File: src/verilog/acif_pkg.sv
// acif_pkg: register map, field positions and carrier types of the converter control block
// assumes a byte-wide special-function register port driven by the cpu core
package acif_pkg;
    localparam int ADDR_W = 8;
    localparam int DATA_W = 8;
    localparam int RES_W = 10;
    localparam int NUM_CH = 4;
    localparam logic [7:0] ADDR_PIN_FUNC = 8'hd9;
    localparam logic [7:0] ADDR_CHAN_CTRL = 8'hda;
    localparam logic [7:0] ADDR_RES_HIGH = 8'hdb;
    localparam logic [7:0] ADDR_RES_LOW = 8'hdc;
    localparam int BIT_ENABLE = 7;
    localparam int BIT_DONE = 4;
    localparam int HIGH_LSB = 2;
    localparam logic [3:0] RST_NIBBLE = 4'h0;
    localparam logic [7:0] RST_BYTE = 8'h00;
    localparam logic [1:0] RST_LOW = 2'h0;

    typedef struct packed {
        logic wr;
        logic rd;
        logic [ADDR_W-1:0] addr;
        logic [DATA_W-1:0] wdata;
    } acif_sfr_req_s;

    typedef struct packed {
        logic start;
        logic abort;
        logic [NUM_CH-1:0] chan;
    } acif_core_cmd_s;

    typedef enum logic [2:0] {
        ST_OFF = 3'b001,
        ST_WAIT = 3'b010,
        ST_CONV = 3'b100
    } acif_conv_e;
endpackage

File: src/verilog/acif_sync.sv
// acif_sync: three-stage synchroniser with agreement of the last two stages
// assumes the input arrives from outside the I_CLK domain
`timescale 1ns/1ps
`default_nettype none
module acif_sync #(
    parameter int WIDTH = 1
) (
    input wire logic i_clk,
    input wire logic i_rst,
    input wire logic [WIDTH-1:0] i_async,
    output logic [WIDTH-1:0] o_sync
);
    logic [WIDTH-1:0] s1;
    logic [WIDTH-1:0] s2;
    logic [WIDTH-1:0] s3;
    always_ff @(posedge i_clk)
    begin
        if (i_rst)
        begin
            s1 <= '0;
            s2 <= '0;
            s3 <= '0;
            o_sync <= '0;
        end
        else
        begin
            s1 <= i_async;
            s2 <= s1;
            s3 <= s2;
            // per bit: take a change only once stages two and three agree
            o_sync <= (s2 & s3) | (o_sync & (s2 | s3));
        end
    end
endmodule
`default_nettype wire

File: src/verilog/acif_top.sv
// acif_top: control and register interface of a 4-channel 10-bit sar converter
// assumes a byte sfr port from the cpu, idle and stop power-mode levels, and an analog core
// that returns a result word with a done pulse on the same clock (used unsynchronised)
`timescale 1ns/1ps
`default_nettype none
module acif_top
    import acif_pkg::*;
#(
    parameter int CH = NUM_CH
) (
    input wire logic I_CLK,
    input wire logic I_SYS_RST,
    input wire logic i_sfr_wr,
    input wire logic i_sfr_rd,
    input wire logic [ADDR_W-1:0] i_sfr_addr,
    input wire logic [DATA_W-1:0] i_sfr_wdata,
    output logic [DATA_W-1:0] o_sfr_rdata,
    output logic o_sfr_hit,
    input wire logic i_idle_mode,
    input wire logic i_stop_mode,
    input wire logic i_core_done,
    input wire logic [RES_W-1:0] i_core_result,
    output logic o_core_start,
    output logic o_core_abort,
    output logic o_core_power,
    output logic [CH-1:0] o_core_chan,
    output logic [CH-1:0] o_analog_pin_en
);
    typedef struct packed {
        acif_conv_e state;
        logic [CH-1:0] pin_en;
        logic enable;
        logic done;
        logic [CH-1:0] chan_sel;
        logic [DATA_W-1:0] res_high;
        logic [1:0] res_low;
        logic [DATA_W-1:0] rdata;
        logic start;
        logic abort;
        logic [CH-1:0] core_chan;
    } acif_state_s;

    acif_state_s r;
    acif_state_s next_r;
    acif_sfr_req_s req;
    acif_core_cmd_s cmd;
    logic [1:0] mode_sync;
    logic low_power;
    logic core_done;

    function automatic logic addr_is(input logic [ADDR_W-1:0] a, input logic [ADDR_W-1:0] b);
        addr_is = (a == b);
    endfunction

    function automatic logic mapped(input logic [ADDR_W-1:0] a);
        mapped = addr_is(a, ADDR_PIN_FUNC) | addr_is(a, ADDR_CHAN_CTRL)
            | addr_is(a, ADDR_RES_HIGH) | addr_is(a, ADDR_RES_LOW);
    endfunction

    // power-mode levels come from the cpu clock gating logic, treat as foreign
    acif_sync #(
        .WIDTH(2)
    ) u_mode_sync (
        .i_clk(I_CLK),
        .i_rst(I_SYS_RST),
        .i_async({i_stop_mode, i_idle_mode}),
        .o_sync(mode_sync)
    );

    assign low_power = |mode_sync;
    assign req = '{wr: i_sfr_wr, rd: i_sfr_rd, addr: i_sfr_addr, wdata: i_sfr_wdata};
    // done pulse is same-clock logic of the analog core wrapper
    assign core_done = i_core_done;

    always_comb
    begin
        next_r = r;
        next_r.start = 1'b0;
        next_r.abort = 1'b0;
        // register writes
        if (req.wr)
        begin
            if (addr_is(req.addr, ADDR_PIN_FUNC))
            begin
                next_r.pin_en = req.wdata[CH-1:0];
            end
            if (addr_is(req.addr, ADDR_CHAN_CTRL))
            begin
                next_r.enable = req.wdata[BIT_ENABLE];
                next_r.chan_sel = req.wdata[CH-1:0];
                next_r.done = req.wdata[BIT_DONE];
            end
            if (addr_is(req.addr, ADDR_RES_HIGH))
            begin
                next_r.res_high = req.wdata;
            end
            if (addr_is(req.addr, ADDR_RES_LOW))
            begin
                next_r.res_low = req.wdata[1:0];
            end
        end
        // conversion sequencer
        unique case (r.state)
            ST_OFF:
            begin
                if (!low_power)
                begin
                    next_r.state = ST_WAIT;
                end
            end
            ST_WAIT:
            begin
                if (low_power)
                begin
                    next_r.state = ST_OFF;
                end
                else if (r.enable)
                begin
                    // channel is latched with start, so select before enable
                    next_r.start = 1'b1;
                    next_r.core_chan = r.chan_sel & r.pin_en;
                    next_r.state = ST_CONV;
                end
            end
            ST_CONV:
            begin
                if (low_power)
                begin
                    // results untouched on abort
                    next_r.abort = 1'b1;
                    next_r.state = ST_OFF;
                end
                else if (core_done)
                begin
                    next_r.res_high = i_core_result[RES_W-1:HIGH_LSB];
                    next_r.res_low = i_core_result[HIGH_LSB-1:0];
                    next_r.done = 1'b1;
                    next_r.state = ST_WAIT;
                end
                else if (!r.enable)
                begin
                    next_r.abort = 1'b1;
                    next_r.state = ST_WAIT;
                end
            end
            default:
            begin
                next_r.state = ST_OFF;
            end
        endcase
        // read data, reserved bits as zero
        next_r.rdata = RST_BYTE;
        if (req.rd)
        begin
            if (addr_is(req.addr, ADDR_PIN_FUNC))
            begin
                next_r.rdata[CH-1:0] = r.pin_en;
            end
            if (addr_is(req.addr, ADDR_CHAN_CTRL))
            begin
                next_r.rdata[BIT_ENABLE] = r.enable;
                next_r.rdata[BIT_DONE] = r.done;
                next_r.rdata[CH-1:0] = r.chan_sel;
            end
            if (addr_is(req.addr, ADDR_RES_HIGH))
            begin
                next_r.rdata = r.res_high;
            end
            if (addr_is(req.addr, ADDR_RES_LOW))
            begin
                next_r.rdata[1:0] = r.res_low;
            end
        end
    end

    always_ff @(posedge I_CLK)
    begin
        if (I_SYS_RST)
        begin
            r.state <= ST_OFF;
            r.pin_en <= RST_NIBBLE;
            r.enable <= 1'b0;
            r.done <= 1'b0;
            r.chan_sel <= RST_NIBBLE;
            r.res_high <= RST_BYTE;
            r.res_low <= RST_LOW;
            r.rdata <= RST_BYTE;
            r.start <= 1'b0;
            r.abort <= 1'b0;
            r.core_chan <= RST_NIBBLE;
        end
        else
        begin
            r <= next_r;
        end
    end

    assign cmd = '{start: r.start, abort: r.abort, chan: r.core_chan};
    assign o_sfr_rdata = r.rdata;
    assign o_sfr_hit = mapped(req.addr) & (req.rd | req.wr);
    assign o_core_start = cmd.start;
    assign o_core_abort = cmd.abort;
    assign o_core_chan = cmd.chan;
    assign o_core_power = (r.state != ST_OFF);
    // cleared bit gives pin back to port or pwm mux
    assign o_analog_pin_en = r.pin_en;
endmodule
`default_nettype wire

File: config.mk
export PLATFORM = sky130hd
export DESIGN_NAME = acif_top
export DESIGN_NICKNAME = d
export VERILOG_FILES = /design/src/verilog/acif_pkg.sv /design/src/verilog/acif_sync.sv /design/src/verilog/acif_top.sv
export SDC_FILE = /design/constraint.sdc
export NUM_CORES = 1
export LEC_CHECK = 0
export BUFFER_PORTS_ARGS = -buffer_cell sky130_fd_sc_hd__buf_2
export CELL_PAD_IN_SITES_DETAIL_PLACEMENT = 0
export CELL_PAD_IN_SITES_GLOBAL_PLACEMENT = 1
export CORE_MARGIN = 10
export CORE_UTILIZATION = 35
export DETAILED_ROUTE_END_ITERATION = 12
export PLACE_DENSITY_LB_ADDON = 0.12
export SYNTH_ARGS = -nofsm -noshare
export SYNTH_HDL_FRONTEND = slang
export SYNTH_SLANG_ARGS = --single-unit
File: constraint.sdc
create_clock -name I_CLK -period 2.06 [get_ports I_CLK]
set_input_delay 0.618 -clock I_CLK [delete_from_list [all_inputs] [get_ports I_CLK]]
set_output_delay 0.618 -clock I_CLK [all_outputs]
set_load 0.05 [all_outputs]
==> results of run 1 <==
through the flow:
step | hold WS (ns) | area [µm²] | setup TNS, ns | std cells | worst slack (ns)
global placement | 0.417 | 2320 | -0.00906 | 316 | -0.00906
global route | 0.473 | 2400 | 0 | 324 | 0.00450
floorplan | 0.414 | 1980 | 0 | 196 | 0.0202
CTS | 0.443 | 2400 | 0 | 324 | 0.0252
detailed placement | 0.422 | 2320 | -0.0221 | 316 | -0.0221
finish | 0.439 | 2400 | 0 | 324 | 0.0279
power by group:
group | switching [mW] | leakage, nW | internal (mW)
logic | 0.0807 | 0.645 | 0.0662
registers | 0.00713 | 0.364 | 0.880
clock network | 0.289 | 0.0385 | 0.240
final cells by class:
cell class / count / area, µm²
clock buffers: 7 / 76.3
repair buffers: 70 / 398
flip-flops and latches: 45 / 901
fillers: 571 / 3100
well taps: 72 / 90.1
multi-input cells: 129 / 931
clock inverters: 1 / 7.51
cell families after synthesis:
family / count (synthesis) / synth area share (%)
simple gates: 70 / 22.1
flops: 45 / 45.6
compound gates: 32 / 10.9
mux: 26 / 13.4
buf+inv: 22 / 7.53
xor+xnor: 1 / 0.443
cells in the mapped netlist, drive strengths merged, types with 2 or more instances:
library cell | number | area, µm²
a21oi | 10 | 50.1
and2 | 3 | 18.8
mux2i | 22 | 220
mux2 | 4 | 45.0
dfxtp | 45 | 901
clkbuf | 3 | 11.3
nor2 | 18 | 70.1
nand3 | 7 | 35.0
a22oi | 4 | 30.0
nor3 | 3 | 15.0
nor2b | 8 | 50.1
and3 | 2 | 12.5
nand2 | 9 | 33.8
and3b | 2 | 17.5
nor4b | 2 | 32.5
o2bb2ai | 10 | 87.6
nand2b | 4 | 25.0
and4b | 2 | 21.3
nand4b | 2 | 32.5
buf | 19 | 138
o21ai | 6 | 30.0
registers in the layout (all words and copies together) (netlist names):
name,cells
o_analog_pin_en,4
u_mode_sync.s3,2
u_mode_sync.s2,2
o_sfr_rdata,8
o_core_chan,4
o_core_start,1
o_core_abort,1
u_mode_sync.o_sync,2
u_mode_sync.s1,2
r,19
layer usage:
metal | vias to the layer above | global-route usage (%) | wire length (µm)
met5 | - | 0 | 0
met4 | 0 | 3.37 | 17
met3 | 2 | 4.08 | 463
met2 | 48 | 17.3 | 2270
met1 | 711 | 13.3 | 2210
li1 | 788 | - | -
path summary, 6_finish.rpt:
| check | cells after the start | endpoint | slack (ns) | from |
|---|---|---|---|---|
| worst max register to register | 4 | o_core_chan[2] | 0.47 | r[34] |
| worst max-delay path | 5 | o_sfr_hit | 0.03 | i_sfr_addr[1] |
| worst min-delay path | 1 | u_mode_sync.s2[1] | 0.44 | u_mode_sync.s1[1] |
| worst min register to register | 1 | u_mode_sync.s2[1] | 0.44 | u_mode_sync.s1[1] |
critical path: stages:
cell      delay (ns)
buf_2           0.11
nor2_2          0.14
xnor2_1         0.15
o2111a_2        0.21
buf_4           0.19
==> results_dict.tcl, run 1 <==
set metrics [dict create \
    cts-hold-fix-buffers 0 \
    min_period_over_period_pct 98.6 \
    wire_per_inst_um 15.3 \
    grt.total_usage_pct 10.9 \
    postCtsSetupBuffers 0 \
    antenna_found_initial 0 \
    dieWidth_um 95.2 \
    start_util_pct 35.9 \
    via_per_inst 4.78 \
    crit_type "input pin to primary output" \
    cts.sinks 45 \
    grt-ovfl-total 0 \
    cts_root_buf "clkbuf_8" \
    syn_avg_cell_area_um2 10.1 \
    hold_path_class "flop to flop" \
    drive_gt1_share_pct 34.9 \
    grt_pass1_vias 1581 \
    drv_slew 0 \
    hpwl_um 3820 \
    ctsHtreeMaxLevel 2 \
    hold_violations 0 \
    worst-endpoint-arrival_ns 1.41 \
    crit_fanout 2 \
    design.core.area_um2 5510 \
    relSlewSlack_pct 64.1 \
    layout_common_cells "buf_2, dfxtp_1, mux2i_1" \
    numCtsBuffers 5 \
    utilization_pct 43.6 \
    finalSetupViolCount 0 \
    max_cap_violations 0 \
    syn_inst 196 \
    post-route-min-period_ns 2.03 \
    firstDrtPassIters 5 \
    rows 27 \
    port_buffers 52 \
    worstSkewPairLatency_ns 0.29 \
    cts_tree "yes" \
    ant_nets 0 \
    drtIter0Drc 67 \
    fin_skew_ns 0.00586 \
    ioPinCount 53 \
    synth_edf_count 0 \
    syn_to_final_growth_pct 21.6 \
    die_h_um 95.2 \
    nNetsFinal 284 \
    clock.fmax_mhz 492 \
    cp-end-kind "primary output" \
    grt_pass1_wl_um 7850 \
    ys.flop_type "dfxtp_1" \
    cp-start-kind "input pin" \
    syn_nets 229 \
    finalWirelength_um 4960 \
    ys_ff_latch 45 \
    p_leak_nw 1.05 \
    cts.path.max_buffers 2 \
    ctsResizeCount 1 \
    final_common_cell "buf_2" \
    worst_pin_slew_ns 0.531 \
    power_mw 1.56 \
    vdd.ir_drop.worst_v 0.000279 \
    vias 1549 \
    async_flop_share_pct 0 \
    grt_max_degree 16 \
    diodes 0 \
    status "complete, no violations" \
    rsz0062_at_grt "false" \
    ys_warn_count 0 \
    yosysSeqAreaShare_pct 45.6 \
    ys_types 37 \
    drc 0 \
    fp.dieArea_um2 9050 \
    path_clk_slew_ns 0.08 \
    worst_ep_required_time_ns 1.44 \
    synth_area_um2 1980 \
    place.gp.congestion 0.802 \
    powerDensity_nw_per_um2 650 \
]
Note: power is estimated with default switching activity, not from simulation.
==> run 2: changes to the inputs <==
- REMOVE_ABC_BUFFERS: not set -> 1
==> results_dict.tcl, run 2 (synthesis results as in run 1) <==
set metrics [dict create \
    place.gp.congestion 0.802 \
    swShare_pct 25.1 \
    drtIter0Drc 28 \
    hold_path_depth 1 \
    dieWidth_um 95.2 \
    post-route-min-period_ns 1.99 \
    relSlewSlack_pct 67.5 \
    p_leak_nw 1.06 \
    firstDrtPassIters 4 \
    port_buffers 52 \
    max_cap_violations 0 \
    r2r_cells 4 \
    design.core.area_um2 5510 \
    rr_endpoint "r[18]" \
    antenna_found_initial 0 \
    largest-register "r" \
    crit_fanout 2 \
    vias 1534 \
    power.share.combinational_pct 9.1 \
    cts-hold-fix-buffers 0 \
    crit_type "input pin to primary output" \
    finalWirelength_um 4720 \
    dpl_cell_area_um2 2310 \
    syn_to_final_growth_pct 21.7 \
    worst-endpoint-arrival_ns 1.37 \
    ioPinCount 53 \
    clockPowerShare_pct 34.8 \
    hold_path_class "flop to flop" \
    nNetsFinal 283 \
    path_clk_slew_ns 0.09 \
    cts_root_buf "clkbuf_8" \
    tns_ns 0 \
    min_from "u_mode_sync.s1[1]" \
    grt_pass1_vias 1626 \
    drv_slew 0 \
    cp-start-kind "input pin" \
    fp.dieArea_um2 9050 \
    internal-power_mw 1.18 \
    diodes 0 \
    largest_reg_flops 19 \
    numCtsBuffers 5 \
    grt_pass1_wl_um 7850 \
    utilization_pct 43.7 \
    cp-end-kind "primary output" \
    hold_end "u_mode_sync.s2[1]" \
    clock.fmax_mhz 502 \
    worst_ep_required_time_ns 1.44 \
    worst_pin_slew_ns 0.480 \
    p_switching_mw 0.397 \
    wire_per_inst_um 14.6 \
    layout_common_cells "buf_2, dfxtp_1, mux2i_1" \
    seq_power_share_pct 56.2 \
    finalSetupViolCount 0 \
    drc 0 \
    cts.path.max_buffers 2 \
    hold_violations 0 \
    rsz0062_at_grt "false" \
    rrSetupSlack_ns 0.51 \
    start_util_pct 35.9 \
    powerDensity_nw_per_um2 657 \
    cts_tree "yes" \
    drive_gt1_share_pct 35.1 \
    grt_max_degree 23 \
    hpwl_um 3750 \
    postCtsSetupBuffers 0 \
    finalInstanceArea_um2 2410 \
    via_per_inst 4.75 \
    status "complete, no violations" \
    r2r-start "r[36]" \
    ctsHtreeMaxLevel 2 \
    hold_ws_ns 0.445 \
    final_common_cell "buf_2" \
    rows 27 \
    cts.sinks 45 \
    vdd.ir_drop.worst_v 0.000297 \
    worstSkewPairLatency_ns 0.30 \
    min_period_over_period_pct 96.7 \
    grt-ovfl-total 0 \
    power_mw 1.58 \
    ant_nets 0 \
    grt.total_usage_pct 11.0 \
    die_h_um 95.2 \
    fin_skew_ns 0.00502 \
    ctsResizeCount 1 \
]
## run 2: changes by cell type in the layout (fill, tap and decap cells not counted), sizes merged
cell,delta
buf,-1
clkinvlp,-1
clkinv,+3
clkbuf,-2
## run 2: per-stage QoR
stage	setup WS [ns]	cells
3_3_place_gp	-0.0133	315
2_1_floorplan	-0.00449	174
3_5_place_dp	-0.0309	315
5_1_grt	0.0165	323
6_report	0.0677	323
4_1_cts	0.0147	323
## run 2: worst max-delay path by stage
stage                       start         to  slack (ns)  cells after the start
floorplan           i_sfr_addr[1]  o_sfr_hit      -0.004                      3
global placement    i_sfr_addr[1]  o_sfr_hit       -0.01                      5
detailed placement  i_sfr_addr[0]  o_sfr_hit       -0.03                      5
CTS                 i_sfr_addr[0]  o_sfr_hit        0.01                      5
global route        i_sfr_addr[5]  o_sfr_hit        0.02                      4
finish              i_sfr_addr[5]  o_sfr_hit        0.07                      4
## run 2: cell type report
type | instances | area (µm²)
clock buffers | 5 | 68.8
clock inverters | 3 | 22.5
fillers | 550 | 3100
multi-input cells | 129 | 930
flip-flops and latches | 45 | 901
well taps | 72 | 90.1
repair buffers | 69 | 394
## run 2: metal layers
| layer | up-vias | track usage [%] | part of all wire (%) |
|---|---|---|---|
| met4 | 0 | 4.11 | 1.4 |
| met3 | 6 | 4.24 | 7.6 |
| met1 | 694 | 13.5 | 48 |
| met2 | 40 | 17.1 | 43 |
| li1 | 794 | - | - |
| met5 | - | 0 | 0 |
## run 2: critical path, cell delays in order
cell and delay [ns]:
buf_2 0.11, and4b_2 0.28, o2111a_1 0.21, buf_6 0.16
## run 2: power by group through the flow
stage          Combinational, mW  Clock (mW)  Sequential, mW
2_1_floorplan             0.0607           0           0.906
3_3_place_gp               0.145           0           0.909
3_5_place_dp               0.144           0           0.908
4_1_cts                    0.146       0.574           0.888
5_1_grt                    0.159       0.620           0.890
6_report                   0.143       0.550           0.888
==> run 3: changes to the inputs <==
- CORE_UTILIZATION: 35 -> 39
- clock period: 2.06 -> 2.15 ns (I/O delays scaled with it)
==> results_dict.tcl, run 3 (synthesis results as in run 1) <==
set metrics [dict create \
    hold_violations 0 \
    path_buf_inv 2 \
    max_stage_delay_ns 0.22 \
    finalSetupViolCount 0 \
    largest-register "r" \
    ant_nets 0 \
    fp.dieArea_um2 8320 \
    drtIter0Drc 48 \
    cts.path.max_buffers 2 \
    cts.sinks 45 \
    worst_ep_required_time_ns 1.50 \
    cp-end-kind "primary output" \
    hpwl_um 3680 \
    fin_skew_ns 0.00415 \
    relSlewSlack_pct 64.3 \
    r2r-start "r[36]" \
    syn_to_final_growth_pct 18.2 \
    start_util_pct 41.0 \
    hold_path_class "flop to flop" \
    met1_usage_pct 14.2 \
    nNetsFinal 275 \
    final_common_cell "buf_2" \
    clock.fmax_mhz 473 \
    path_clk_slew_ns 0.09 \
    finalNonFillerCells 310 \
    grt-busiest-layer "met2" \
    rows 25 \
    dieWidth_um 91.2 \
    min_from "u_mode_sync.s1[1]" \
    worstPathCellList "buf_2 > nor2_1 > xnor2_1 > o2111a_1 > clkbuf_4" \
    p_leak_nw 1.01 \
    drv_slew 0 \
    numCtsBuffers 5 \
    design.core.area_um2 4820 \
    finalWirelength_um 4720 \
    drc 0 \
    worstSkewPairLatency_ns 0.30 \
    worst_pin_slew_ns 0.535 \
    cp_top_family "buffers and inverters" \
    max_cap_violations 0 \
    place.gp.congestion 0.810 \
    grt_max_degree 19 \
    critPathSlowestCell "clkbuf_4" \
    tns_ns 0 \
    largest_reg_flops 19 \
    drive_gt1_share_pct 32.5 \
    die_h_um 91.2 \
    grt_pass1_vias 1564 \
    cts_tree "yes" \
    port_buffers 52 \
    crit_fanout 2 \
    cts_root_buf "clkbuf_8" \
    powerDensity_nw_per_um2 651 \
    via_per_inst 4.87 \
    nFillCells 491 \
    grt_use_met3_pct 3.13 \
    use_met2_pct 18.6 \
    vdd.ir_drop.worst_v 0.000392 \
    status "complete, no violations" \
    ctsHtreeMaxLevel 2 \
    wire_per_inst_um 15.2 \
    rrSetupSlack_ns 0.57 \
    diodes 0 \
    rsz0062_at_grt "false" \
    worst-endpoint-arrival_ns 1.47 \
    postCtsSetupBuffers 0 \
    cp-start-kind "input pin" \
    grt.total_usage_pct 11.3 \
    hold_path_depth 1 \
    layout_common_cells "buf_2, dfxtp_1, mux2i_1" \
    grt-ovfl-total 0 \
    ioPinCount 53 \
    r2r_cells 4 \
    firstDrtPassIters 4 \
    antenna_found_initial 0 \
    hold_end "u_mode_sync.s2[1]" \
    power_mw 1.52 \
    place_inst 302 \
    grt_pass1_wl_um 7730 \
    min_period_over_period_pct 98.2 \
    vias 1511 \
    crit_type "input pin to primary output" \
    rr_endpoint "r[23]" \
    post-route-min-period_ns 2.11 \
]
[run 3: through the flow]
stage,setup slack [ns],hold slack [ns],cell area (µm²),util (%)
after global routing,0.00660,0.470,2340,48.5
after global placement,0.0314,0.428,2240,46.5
after CTS,0.00929,0.459,2330,48.4
after detailed placement,0.0187,0.433,2240,46.5
final,0.0379,0.449,2340,48.5
after floorplan,0.0315,0.414,1830,-
[run 3: what timing repair did]
item,CTS,global route
hold buffers,0,0
endpoints found under the setup margin,0,1
gates resized for setup,0,1
[run 3: area by class of cell]
type / instances / area, µm² / area share (%)
timing repair buffer: 61 / 330 / 14.1
multi-input combinational: 129 / 927 / 39.7
clock inverter: 3 / 25.0 / 1.07
sequential: 45 / 901 / 38.6
clock buffer: 5 / 68.8 / 2.95
tap: 67 / 83.8 / 3.59
[run 3: worst max-delay path by stage]
stage                   from        end  slack [ns]  depth (start not counted)
2_1_floorplan  i_sfr_addr[1]  o_sfr_hit        0.03                          3
4_1_cts        i_sfr_addr[1]  o_sfr_hit       0.009                          5
3_3_place_gp   i_sfr_addr[1]  o_sfr_hit        0.03                          5
3_5_place_dp   i_sfr_addr[1]  o_sfr_hit        0.02                          5
6_report       i_sfr_addr[1]  o_sfr_hit        0.04                          5
5_1_grt        i_sfr_addr[1]  o_sfr_hit       0.007                          5
[run 3: routing by layer]
layer	wire length, µm	vias to the layer above
met1	2280	696
met3	183	5
met4	53	0
met2	2210	33
li1	-	777
met5	0	-
[run 3: report_power, final]
part	internal (mW)	switching [mW]	leakage, nW
Clock	0.237	0.301	0.0452
Combinational	0.0562	0.0752	0.602
Sequential	0.843	0.00719	0.364
Total	1.14	0.384	1.01
[run 3: worst register-to-register path, stage by stage, from the launching register on]
cell and delay, ns:
dfxtp_1 0.41, nor3b_1 0.29, nand3_1 0.19, or2b_1 0.45, o2bb2ai_1 0.13
